`config.mk`:
```
export PLATFORM = sky130hd
export DESIGN_NAME = rtcts_top
export DESIGN_NICKNAME = d
export VERILOG_FILES = /design/src/rtl/rtcts_pkg.sv /design/src/rtl/rtcts_pin_mux.sv /design/src/rtl/rtcts_tick_div.sv /design/src/rtl/rtcts_top.sv
export SDC_FILE = /design/constraint.sdc
export NUM_CORES = 1
export LEC_CHECK = 0
export ABC_AREA = 0
export BUFFER_PORTS_ARGS = -buffer_cell sky130_fd_sc_hd__buf_4
export CORE_MARGIN = 2
export CORE_UTILIZATION = 57
export DETAILED_ROUTE_END_ITERATION = 10
export PLACE_DENSITY = 0.9
export SLEW_MARGIN = 20
export SYNTH_ARGS = -nofsm -noshare
export SYNTH_HDL_FRONTEND = slang
export SYNTH_SLANG_ARGS = --single-unit
```
`constraint.sdc`:
```
create_clock -name clk_i -period 3.6 [get_ports clk_i]
set_input_delay 1.08 -clock clk_i [delete_from_list [all_inputs] [get_ports clk_i]]
set_output_delay 1.08 -clock clk_i [all_outputs]
set_load 0.02 [all_outputs]
```
`src/rtl/rtcts_pkg.sv`:
```
// Constants, register map and field layout of the drift-trim / output-select block.
// Assumes a 100 MHz system clock and classic Wishbone register access.
// Operation
// - Code 0x7F adds 508 pulses per minute
// - Code 0x01 adds 4 pulses per minute
// - Code 0xFF removes 4 pulses per minute
// - Code 0x80 removes 512 pulses per minute
// - Trim register cleared only by power-on reset
// - Enable bit writable only while unlock set
// - Half-second flag read-only, cleared by seconds write
// - Half-second flag high in second half
// - Select 10 drives pin with source clock
// - Select 01 drives pin with seconds clock
// - Select 00 drives pin with alarm pulse
// - Select at bits 2:1, bits 15:3 zero
// - Bit 0 picks TTL or Schmitt buffers
package rtcts_pkg;
    localparam int unsigned CLK_HZ         = 100_000_000;
    localparam int unsigned SECONDARY_OSC_HZ        = 32768;
    localparam int unsigned INTERNAL_LOW_POWER_OSC_HZ        = 31000;
    localparam int unsigned SECONDARY_OSC_DIV       = CLK_HZ / SECONDARY_OSC_HZ;
    localparam int unsigned INTERNAL_LOW_POWER_OSC_DIV       = CLK_HZ / INTERNAL_LOW_POWER_OSC_HZ;
    localparam logic [15:0] TICKS_PER_SEC  = 16'h8000;
    localparam logic [7:0]  LAST_SEC       = 8'h3B;
    localparam int unsigned ADJ_STEP       = 4;
    // Register byte offsets
    localparam logic [7:0]  OFS_TRIM       = 8'h00;
    localparam logic [7:0]  OFS_PAD        = 8'h04;
    localparam logic [7:0]  OFS_ALARM      = 8'h08;
    localparam logic [7:0]  OFS_MINUTES_SECONDS_VALUE     = 8'h0C;
    // clock_trim_config fields
    localparam int unsigned TRIM_EN_BIT     = 15;
    localparam int unsigned TRIM_UNLOCK_BIT = 13;
    localparam int unsigned TRIM_HALF_BIT   = 11;
    localparam int unsigned TRIM_OE_BIT     = 10;
    // pad_option_control fields
    localparam int unsigned PAD_SEL_LSB    = 1;
    localparam int unsigned PAD_TTL_BIT    = 0;
    // Reset values
    localparam logic [7:0]  CAL_RST        = 8'h00;
    localparam logic [15:0] ALARM_RST      = 16'h0000;
    localparam logic [1:0]  PIN_SEL_RST    = 2'h0;
    // Clock pin source codes
    localparam logic [1:0]  PIN_SEL_ALARM  = 2'h0;
    localparam logic [1:0]  PIN_SEL_SEC    = 2'h1;
    localparam logic [1:0]  PIN_SEL_SRC    = 2'h2;
endpackage

```
`src/rtl/rtcts_pin_mux.sv`:
```
// Registered source select for the calendar clock output pin.
// Assumes all inputs are synchronous enables or levels on clk_i.
`timescale 1ns/100ps
module rtcts_pin_mux
    import rtcts_pkg::*;
(
    input  logic       clk_i,
    input  logic       rst_i,
    input  logic [1:0] sel_i,
    input  logic       oe_i,
    input  logic       src_tick_i,
    input  logic       sec_clk_i,
    input  logic       alarm_pulse_i,
    output logic       pin_o,
    output logic       pin_oe_o
);
    logic src_clk;
    logic next_pin;

    always_comb begin
        case (sel_i)
            PIN_SEL_SRC:   next_pin = src_clk;
            PIN_SEL_SEC:   next_pin = sec_clk_i;
            PIN_SEL_ALARM: next_pin = alarm_pulse_i;
            default:       next_pin = 1'b0;
        endcase
    end

    always_ff @(posedge clk_i) begin
        if (rst_i) begin
            src_clk  <= 1'b0;
            pin_o    <= 1'b0;
            pin_oe_o <= 1'b0;
        end else begin
            // Source clock rebuilt at half the tick rate, one edge per tick
            if (src_tick_i) begin
                src_clk <= ~src_clk;
            end
            pin_o    <= next_pin & oe_i;
            pin_oe_o <= oe_i;
        end
    end
endmodule

```
`src/rtl/rtcts_tick_div.sv`:
```
// Divider giving a one-cycle enable at an oscillator's rate.
// Assumes a single system clock; DIV is at least 2.
`timescale 1ns/100ps
module rtcts_tick_div #(
    parameter int unsigned DIV = 3051
) (
    input  logic clk_i,
    input  logic rst_i,
    output logic tick_o
);
    logic [15:0] cnt;

    always_ff @(posedge clk_i) begin
        if (rst_i) begin
            cnt    <= 16'h0000;
            tick_o <= 1'b0;
        end else if (cnt == 16'(DIV - 1)) begin
            cnt    <= 16'h0000;
            tick_o <= 1'b1;
        end else begin
            cnt    <= cnt + 16'h0001;
            tick_o <= 1'b0;
        end
    end
endmodule

```
`src/rtl/rtcts_top.sv`:
```
// Calendar clock drift trim, half-second flag, pad option and alarm setup registers.
// Assumes classic Wishbone on clk_i; rst_i is the power-on reset, sys_reset_i any other.
`timescale 1ns/100ps
module rtcts_top
    import rtcts_pkg::*;
#(
    parameter logic [15:0] TICKS_PER_SEC_P = TICKS_PER_SEC,
    parameter int unsigned SECONDARY_OSC_DIV_P      = SECONDARY_OSC_DIV,
    parameter int unsigned INTERNAL_LOW_POWER_OSC_DIV_P      = INTERNAL_LOW_POWER_OSC_DIV
) (
    input  logic        clk_i,
    input  logic        rst_i,
    input  logic        sys_reset_i,
    input  logic        wb_cyc_i,
    input  logic        wb_stb_i,
    input  logic        wb_we_i,
    input  logic [7:0]  wb_adr_i,
    input  logic [3:0]  wb_sel_i,
    input  logic [31:0] wb_dat_i,
    output logic [31:0] wb_dat_o,
    output logic        wb_ack_o,
    input  logic        oscillator_choice_i,
    input  logic        alarm_pulse_i,
    output logic        clock_pin_o,
    output logic        clock_pin_oe_o,
    output logic        parallel_port_buffer_type_o,
    output logic        half_second_flag_o,
    output logic        module_enable_bit_o
);
    typedef struct packed {
        logic        ack;
        logic [31:0] dat;
        logic        module_enable_bit;
        logic        value_write_unlock;
        logic        pin_oe;
        logic [7:0]  cal;
        logic [1:0]  clock_pin_source_select;
        logic        parallel_port_buffer_type;
        logic [15:0] alarm_setup_repeat;
        logic [7:0]  minutes;
        logic [7:0]  seconds;
        logic [15:0] subsec;
        logic [9:0]  adj_left;
        logic        adj_neg;
        logic        half_second_flag;
    } rtcts_state_t;

    rtcts_state_t q;
    rtcts_state_t next_q;

    logic [1:0] osc_tick;
    logic       src_tick;

    localparam int unsigned OSC_DIVS [2] = '{INTERNAL_LOW_POWER_OSC_DIV_P, SECONDARY_OSC_DIV_P};

    // Index 0 is the internal low-power oscillator, 1 the secondary one
    genvar gi;
    generate
        for (gi = 0; gi < 2; gi++) begin : g_osc
            rtcts_tick_div #(
                .DIV    (OSC_DIVS[gi])
            ) u_div (
                .clk_i  (clk_i),
                .rst_i  (rst_i),
                .tick_o (osc_tick[gi])
            );
        end
    endgenerate

    assign src_tick = oscillator_choice_i ? osc_tick[1] : osc_tick[0];

    function automatic logic reg_hit(input logic [7:0] adr, input logic [7:0] ofs);
        reg_hit = (adr[7:2] == ofs[7:2]);
    endfunction

    function automatic logic [15:0] merge16(input logic [15:0] old,
                                            input logic [31:0] wd,
                                            input logic [3:0]  sel);
        merge16 = old;
        if (sel[0]) begin
            merge16[7:0] = wd[7:0];
        end
        if (sel[1]) begin
            merge16[15:8] = wd[15:8];
        end
    endfunction

    // Signed trim code to unsigned pulse count; direction comes from cal[7]
    function automatic logic [9:0] trim_amount(input logic [7:0] cal);
        logic [9:0] mag;
        mag = cal[7] ? (({2'b00, ~cal}) + 10'h001) : {2'b00, cal};
        trim_amount = 10'(mag * ADJ_STEP);
    endfunction

    function automatic logic [15:0] trim_word(input rtcts_state_t s);
        trim_word = 16'h0000;
        trim_word[TRIM_EN_BIT]     = s.module_enable_bit;
        trim_word[TRIM_UNLOCK_BIT] = s.value_write_unlock;
        trim_word[TRIM_HALF_BIT]   = s.half_second_flag;
        trim_word[TRIM_OE_BIT]     = s.pin_oe;
        trim_word[7:0]             = s.cal;
    endfunction

    function automatic logic [15:0] pad_word(input rtcts_state_t s);
        pad_word = 16'h0000;
        pad_word[PAD_SEL_LSB +: 2] = s.clock_pin_source_select;
        pad_word[PAD_TTL_BIT]      = s.parallel_port_buffer_type;
    endfunction

    logic        access;
    logic        wr;
    logic        count;
    logic [15:0] wword;

    always_comb begin
        next_q = q;
        // Held off during the other reset so the request is applied once, after it
        access = wb_cyc_i & wb_stb_i & ~q.ack & ~sys_reset_i;
        wr     = access & wb_we_i;
        count  = 1'b0;
        wword  = 16'h0000;
        next_q.ack = access;

        // Timekeeping; a pending trim either swallows or inserts pulses
        if (q.module_enable_bit) begin
            if ((q.adj_left != 10'h000) && q.adj_neg && src_tick) begin
                next_q.adj_left = q.adj_left - 10'h001;
            end else if (src_tick) begin
                count = 1'b1;
            end else if ((q.adj_left != 10'h000) && !q.adj_neg) begin
                count           = 1'b1;
                next_q.adj_left = q.adj_left - 10'h001;
            end
        end

        if (count) begin
            if (q.subsec >= TICKS_PER_SEC_P - 16'h0001) begin
                next_q.subsec = 16'h0000;
                if (q.seconds >= LAST_SEC) begin
                    next_q.seconds = 8'h00;
                    next_q.minutes = (q.minutes >= LAST_SEC) ? 8'h00 : q.minutes + 8'h01;
                    // Once per minute the trim is reloaded
                    next_q.adj_left = trim_amount(q.cal);
                    next_q.adj_neg  = q.cal[7];
                end else begin
                    next_q.seconds = q.seconds + 8'h01;
                end
            end else begin
                next_q.subsec = q.subsec + 16'h0001;
            end
        end

        // Register writes win over the timekeeping update
        if (wr) begin
            if (reg_hit(wb_adr_i, OFS_TRIM)) begin
                wword = merge16(trim_word(q), wb_dat_i, wb_sel_i);
                next_q.cal = wword[7:0];
                if (wb_sel_i[1]) begin
                    next_q.value_write_unlock = wword[TRIM_UNLOCK_BIT];
                    next_q.pin_oe             = wword[TRIM_OE_BIT];
                    // Lock checked against the value before this write
                    if (q.value_write_unlock) begin
                        next_q.module_enable_bit = wword[TRIM_EN_BIT];
                    end
                end
            end else if (reg_hit(wb_adr_i, OFS_PAD)) begin
                wword = merge16(pad_word(q), wb_dat_i, wb_sel_i);
                next_q.clock_pin_source_select   = wword[PAD_SEL_LSB +: 2];
                next_q.parallel_port_buffer_type = wword[PAD_TTL_BIT];
            end else if (reg_hit(wb_adr_i, OFS_ALARM)) begin
                next_q.alarm_setup_repeat =
                    merge16(q.alarm_setup_repeat, wb_dat_i, wb_sel_i);
            end else if (reg_hit(wb_adr_i, OFS_MINUTES_SECONDS_VALUE) && q.value_write_unlock) begin
                if (wb_sel_i[1]) begin
                    next_q.minutes = wb_dat_i[15:8];
                end
                if (wb_sel_i[0]) begin
                    // Restarting the second keeps the flag and count aligned
                    next_q.seconds = wb_dat_i[7:0];
                    next_q.subsec  = 16'h0000;
                end
            end
        end

        // Flag follows the sub-second count, so no write can set it
        next_q.half_second_flag = (next_q.subsec >= (TICKS_PER_SEC_P >> 1));

        if (access && !wb_we_i) begin
            if (reg_hit(wb_adr_i, OFS_TRIM)) begin
                next_q.dat = {16'h0000, trim_word(q)};
            end else if (reg_hit(wb_adr_i, OFS_PAD)) begin
                next_q.dat = {16'h0000, pad_word(q)};
            end else if (reg_hit(wb_adr_i, OFS_ALARM)) begin
                next_q.dat = {16'h0000, q.alarm_setup_repeat};
            end else if (reg_hit(wb_adr_i, OFS_MINUTES_SECONDS_VALUE)) begin
                next_q.dat = {16'h0000, q.minutes, q.seconds};
            end else begin
                next_q.dat = 32'h0000_0000;
            end
        end

        // Other resets leave the trim register and its flags alone
        if (sys_reset_i) begin
            next_q.ack                       = 1'b0;
            next_q.clock_pin_source_select   = PIN_SEL_RST;
            next_q.parallel_port_buffer_type = 1'b0;
            next_q.alarm_setup_repeat        = ALARM_RST;
        end
    end

    always_ff @(posedge clk_i) begin
        if (rst_i) begin
            q                         <= '0;
            q.cal                     <= CAL_RST;
            q.clock_pin_source_select <= PIN_SEL_RST;
            q.alarm_setup_repeat      <= ALARM_RST;
        end else begin
            q <= next_q;
        end
    end

    rtcts_pin_mux u_pin (
        .clk_i         (clk_i),
        .rst_i         (rst_i),
        .sel_i         (q.clock_pin_source_select),
        .oe_i          (q.pin_oe),
        .src_tick_i    (src_tick),
        .sec_clk_i     (q.half_second_flag),
        .alarm_pulse_i (alarm_pulse_i),
        .pin_o         (clock_pin_o),
        .pin_oe_o      (clock_pin_oe_o)
    );

    assign wb_ack_o                    = q.ack;
    assign wb_dat_o                    = q.dat;
    assign parallel_port_buffer_type_o = q.parallel_port_buffer_type;
    assign half_second_flag_o          = q.half_second_flag;
    assign module_enable_bit_o         = q.module_enable_bit;
endmodule
```
**After elaboration in Yosys (flattened, before gate mapping)**

Index checks and enable logic that the tools add are counted.

- Output and inout bits: 38
- Register bits after elaboration: 144
- Logic and storage cells: 104
- Bits of input ports: 52

- Bitwise operators: 11
- Reduce and logical (&&, ||, !) cells: 20
- $lt $le $gt $ge: 4
- Add/subtract/negate cells: 7
- Eq/ne operators: 7
- Multiplexer cells: 32

Operator list:

| operator | number |
|---|---|
| 32-bit 2-to-1 mux | 5 |
| 16-bit 2-to-1 mux | 6 |
| 16-bit by 1-bit adder with 16-bit output (second input constant) | 3 |
| 43-bit 2-to-1 mux | 1 |
| 10-bit 2-to-1 mux | 4 |
| 8-bit 2-to-1 mux | 5 |
| 16-bit by 12-bit equality test with 1-bit output (second input constant) | 2 |
| 16-bit by 15-bit >= comparator with 1-bit output (second input constant) | 2 |
| 8-bit by 1-bit adder with 8-bit output (second input constant) | 3 |
| 24-bit 2-to-1 mux | 1 |
| 11-bit 2-to-1 mux | 2 |
| 8-bit by 6-bit >= comparator with 1-bit output (second input constant) | 2 |
| 6-bit by 2-bit equality test with 1-bit output (second input constant) | 2 |
| 5-bit AND reduction | 2 |
| 10-bit nonzero test | 1 |
| 10-bit by 1-bit subtractor with 10-bit output (second input constant) | 1 |
| 3-bit AND reduction | 3 |
| 8-bit NOT | 1 |
| 4-bit AND reduction | 2 |
| 1-bit 2-to-1 mux | 7 |
| 6-bit by 1-bit equality test with 1-bit output (second input constant) | 1 |
| 6-bit zero test | 1 |
| 2-bit OR reduction | 3 |
| 1-bit AND | 5 |
| other kinds (7) | 16 |

**Longest topological paths before layout**

- Depth in word-level cells: 16
- Mapped depth: 10
- Gate-level depth less buffers: 8

**Hierarchy**

From an unflattened synthesis, not the netlist that was laid out.

- Cells, all modules: 727
- Area total of the unflattened synthesis: 6444.9 µm²

By module, submodules not included:

| module | sequential area each (µm²) | cells each | area an instance (µm²) | times used |
|---|---|---|---|---|
| rtcts_top | 1821.7 | 540 | 4720.8 | 1 |
| rtcts_tick_div (g_osc[0].u_div) | 340.3 | 90 | 834.6 | 1 |
| rtcts_tick_div (g_osc[1].u_div) | 340.3 | 87 | 777.0 | 1 |
| rtcts_pin_mux | 60.1 | 10 | 112.6 | 1 |

**Worst setup path after synthesis**

No wires, ideal clock.

- Path kind: input to register
- Start: in oscillator_choice_i
- End: reg q[40] (netlist name)
- Arrival time: 2674 ps
- Buffers on the path: 1
- Slack: 804 ps
- Stages on the path: 7
- Data required time: 3478 ps
- Setup time: 122 ps
- Cells stage by stage: mux2i_1 -> nand2b_1 -> mux2_4 -> or3_4 -> buf_6 -> and3b_1 -> o32a_1

- Longest elaborated chain between the ends: 11
- Elaborated cells on any way between the ends: 12
- Classes of those cells: 11 x mux; 1 x reduce/logical

Ends and longest elaborated chain:

| element | line | RTL |
|---|---|---|
| from (decl) | rtcts_top.sv:22 | `input logic oscillator_choice_i,` |
| 1-bit 2-to-1 mux (*) | rtcts_top.sv:70 | `assign src_tick = oscillator_choice_i ? osc_tick[1] : osc_tick[0];` |
| 1-bit 2-to-1 mux / 1-bit logical AND (equally long branches) | rtcts_top.sv:128, rtcts_top.sv:126 |  |
| 1-bit 2-to-1 mux (*) | rtcts_top.sv:126 | `if ((q.adj_left != 10'h000) && q.adj_neg && src_tick) begin` |
| 1-bit 2-to-1 mux (*) | rtcts_top.sv:125 | `if (q.module_enable_bit) begin` |
| 43-bit 2-to-1 mux (*) | rtcts_top.sv:136 | `if (count) begin` |
| 8-bit 2-to-1 mux | rtcts_top.sv:174 | `if (wb_sel_i[1]) begin` |
| 32-bit 2-to-1 mux | rtcts_top.sv:173 | `end else if (reg_hit(wb_adr_i, OFS_MINUTES_SECONDS_VALUE) && q.value_write_unlock) begin` |
| 32-bit 2-to-1 mux | rtcts_top.sv:170 | `end else if (reg_hit(wb_adr_i, OFS_ALARM)) begin` |
| 32-bit 2-to-1 mux | rtcts_top.sv:166 | `end else if (reg_hit(wb_adr_i, OFS_PAD)) begin` |
| 32-bit 2-to-1 mux | rtcts_top.sv:155 | `if (reg_hit(wb_adr_i, OFS_TRIM)) begin` |
| 32-bit 2-to-1 mux (*) | rtcts_top.sv:154 | `if (wr) begin` |
| to (signal assigned) | rtcts_top.sv:218 | `q <= next_q;` |
| to (decl) | rtcts_top.sv:48 | `rtcts_state_t q;` |

Mark *: on every way between the ends. The rest lies on a longest branch, timed or not.
A chain may end at the register's enable or synchronous reset.

**Worst setup path in the final report**

- Start: reg q[2] (netlist name)
- End: reg q[38] (netlist name)

- Longest elaborated chain between the ends: 13
- Elaborated cells on any way between the ends: 15
- Classes of those cells: 11 x mux; 4 x reduce/logical

Ends and longest elaborated chain:

| element | line | RTL |
|---|---|---|
| 10-bit nonzero test (*) | rtcts_top.sv:126, rtcts_top.sv:130 |  |
| 1-bit logical AND | rtcts_top.sv:130 | `end else if ((q.adj_left != 10'h000) && !q.adj_neg) begin` |
| 1-bit 2-to-1 mux | rtcts_top.sv:130 |  |
| 1-bit 2-to-1 mux | rtcts_top.sv:128 | `end else if (src_tick) begin` |
| 1-bit 2-to-1 mux (*) | rtcts_top.sv:126 |  |
| 1-bit 2-to-1 mux (*) | rtcts_top.sv:125 |  |
| 43-bit 2-to-1 mux (*) | rtcts_top.sv:136 |  |
| 8-bit 2-to-1 mux | rtcts_top.sv:174 |  |
| 32-bit 2-to-1 mux | rtcts_top.sv:173 |  |
| 32-bit 2-to-1 mux | rtcts_top.sv:170 |  |
| 32-bit 2-to-1 mux | rtcts_top.sv:166 |  |
| 32-bit 2-to-1 mux | rtcts_top.sv:155 |  |
| 32-bit 2-to-1 mux (*) | rtcts_top.sv:154 |  |

Marked as above.

==> out/metrics.cfg <==
[status]
outcome=finished clean

[layout]
antenna_cells=0
final_core_util_pct=66.7
area_growth_pct=14.6
layout.filler_cells=821
fin_cells=911
postLayoutCellArea_um2=7230
nets=819
drive_gt1_share_pct=16.9

[critical_path]
cp_max_fo=16
worst_ep_required_time_ns=4.06
critPathLaunchType=register
endpoint_kind=register
critical_path_class=register to register
arrival_ns=3.56

[logic_synthesis]
synthAdderAreaFrac_pct=1.79
synth_edf_count=0
synth_xor_area_share_pct=7.50
yosys_most_used_dff=dfxtp_1
seq_area_frac_synth_pct=40.6
async_flop_share_pct=0
synth-simple-area-share_pct=25.2
synth_compound_area_share_pct=10.8
synth_top_family_by_area=simple AND/OR/NAND/NOR gates
synth.area.mux_share_pct=6.98
syn_avg_cell_area_um2=8.65
synthCells=729
ys_ff_latch=128
synth_warnings=0
mappedNetlistArea_um2=6310
synth.distinct_cells=66

[clock_tree]
h-tree-depth=4
numCtsBuffers=17
clock-sinks=128
clockBufferDepth=2
cts_tree=yes
root_buffer=clkbuf_8
cts_resized=0
clock_latency_ns=0.53
ctsHoldBuffers=0
post_cts_buffers=0
cts.clk_slew.worst_paths_ns=0.06

[floorplan]
initial_utilization_pct=58.2
die_x_um=109
rows=38
dieHeight_um=109
coreArea_um2=10800
die_area_um2=11900
boundaryPins=90

[pwr]
p_leak_nw=2.72
power_frac_clock_pct=53.9
swShare_pct=22.7
combPwrFrac_pct=3.9
p_int_mw=2.63
seqPwrFrac_pct=42.2
power_density_nw_per_um2=471
ir_drop_mv=0.424
p_switching_mw=0.772

[timing]
timing.fmax_mhz=323
slew_headroom_pct=52.3
rsz0062_at_grt=no
finalCriticalPeriod_ns=3.10
skew_ns=0.00710
hold_viol_final=0
drv_slew=0
tns_ns=0
hold_ws_ns=0.455
period_share_pct=86.1
setup_viol=0
tightest_slew_ns=0.715

[routing]
drt-initial-drc-count=389
postRouteAntennaNets=0
drc=0
avgViaCountPerCell=5.87
drt_wl_total_mm=14.8
wire_per_inst_um=16.3
dr_total_vias=5350
firstDrtPassIters=6

[grt]
overflow=0
antenna_found_initial=0
grt.total_usage_pct=25.9
grt_pass1_wl_mm=24.2
grt_max_degree=43
grt_pass1_vias=5114

[placement]
dpl.hpwl_mm=9.45
io_buffers=53
gp_congestion=0.814
placed_cell_area_um2=6600
dp_cells=879

[flow_run]
maxCapViolCount=0

[min_path]
hold_class=register to register

==> placed cells by master (no fill, tap or decap), types with 6 or more instances in the layout <==
cell,netlist,layout
a211oi_2,6,6
a21oi_1,26,26
a22oi_1,7,7
a32oi_1,7,7
and2_1,6,6
and3_1,11,11
buf_4,33,61
clkbuf_16,0,16
conb_1,1,16
dfxtp_1,128,128
ha_1,9,9
inv_1,11,11
mux2_2,12,12
mux2i_1,29,29
nand2_1,51,51
nand2b_1,9,9
nand3_1,44,44
nand4_1,14,14
nor2_1,125,125
nor3_1,15,14
nor4_1,10,10
o21ai_0,12,12
xnor2_1,25,25
xor2_1,29,29
==> flip-flops by register name, indices dropped and copies added (netlist names) <==
signal / count
q: 71
g_osc.u_div.cnt: 32
wb_dat_o: 16
g_osc.u_div.tick_o: 2
half_second_flag_o: 1
module_enable_bit_o: 1
parallel_port_buffer_type_o: 1
u_pin.pin_o: 1
u_pin.pin_oe_o: 1
u_pin.src_clk: 1
wb_ack_o: 1
==> power groups by stage <==
stage | combinational, mW | sequential [mW] | clock (mW)
final | 0.131 | 1.44 | 1.83
after global routing | 0.142 | 1.44 | 1.90
after CTS | 0.130 | 1.44 | 1.84
after detailed placement | 0.128 | 1.47 | 0
after global placement | 0.126 | 1.47 | 0
after floorplan | 0.0894 | 1.46 | 0
==> through the flow <==
| stage | power (mW) | setup WS (ns) |
|---|---|---|
| final | 3.40 | 0.500 |
| after global routing | 3.48 | 0.399 |
| after CTS | 3.41 | 0.501 |
| after detailed placement | 1.59 | 0.463 |
| after global placement | 1.59 | 0.487 |
| after floorplan | 1.55 | 0.804 |
==> worst max-delay path: stages, from the launching register on <==
cell and delay (ns):
dfxtp_1 0.35, inv_1 0.08, ha_1 0.18, or4b_4 0.51, nor3_4 0.32, mux2_4 0.43
or3_4 0.51, or4_1 0.49, a31oi_1 0.17
==> cell usage after synthesis (3+ instances only) <==
cell type / count / area share [%]
nand3_1: 44 / 3.5
mux2_2: 12 / 2.1
buf_2: 5 / 0.40
a22o_1: 3 / 0.42
or2_2: 3 / 0.30
and3_1: 11 / 1.1
ha_1: 9 / 1.8
dfxtp_1: 128 / 41
a311oi_1: 4 / 0.56
a31oi_1: 5 / 0.50
a211oi_1: 4 / 0.48
and2_1: 6 / 0.60
a211oi_2: 6 / 1.2
a221oi_1: 3 / 0.42
mux2i_1: 29 / 4.6
or3_1: 5 / 0.50
xor2_1: 29 / 4.0
inv_1: 11 / 0.65
nand4_1: 14 / 1.4
o21bai_1: 3 / 0.36
nor2_1: 125 / 7.4
nor3_1: 15 / 1.2
a32oi_1: 7 / 0.97
nand2b_1: 9 / 0.89
nor4_1: 10 / 0.99
nor2b_1: 5 / 0.50
a21oi_1: 26 / 2.1
buf_4: 33 / 3.9
or4_1: 5 / 0.60
a22oi_1: 7 / 0.83
nand2_1: 51 / 3.0
o21ai_0: 12 / 0.95
clkbuf_1: 23 / 1.4
xnor2_1: 25 / 3.5
==> cells by family (layout without fill, tap and decap cells) <==
kind of cell             count (synthesis)  in the layout
multiplexers                            42             42
flip-flops                             128            128
AO/OA/AOI/OAI                           94             94
buffers and inverters                   77            104
other                                    1             16
XOR/XNOR                                54             54
AND/OR/NAND/NOR                        324            324
adder cells (fa/ha/maj)                  9              9
==> final timing paths <==
check	startpoint	to	slack, ns	cells after the start
min	wb_dat_o[11]$_SDFFE_PP0P_	wb_dat_o[11]$_SDFFE_PP0P_	0.46	2
min reg2reg	wb_dat_o[11]$_SDFFE_PP0P_	wb_dat_o[11]$_SDFFE_PP0P_	0.46	2
max	q[2]$_SDFF_PP0_	q[38]$_SDFF_PP0_	0.50	8
max reg2reg	q[2]$_SDFF_PP0_	q[38]$_SDFF_PP0_	0.50	8
==> cell type report <==
cell class              instances  area (µm²)  share of cell area (%)
clock inverters                14         204                    2.82
repair buffers                 61         458                    6.34
well taps                     140         175                    2.42
clock buffers                  18         428                    5.92
inverters                      11        41.3                   0.571
flip-flops and latches        128        2560                    35.5
multi-input cells             539        3360                    46.5
==> layer usage <==
metal / part of all wire, % / global-route usage, % / up-vias / wire (µm)
met2: 48 / 40.8 / 227 / 7180
met3: 6.7 / 5.56 / 35 / 995
li1: - / - / 2561 / -
met5: 0 / 0 / - / 0
met1: 42 / 33.2 / 2527 / 6270
met4: 2.5 / 13.6 / 0 / 366
No activity file was read; power rests on OpenSTA's default activity.
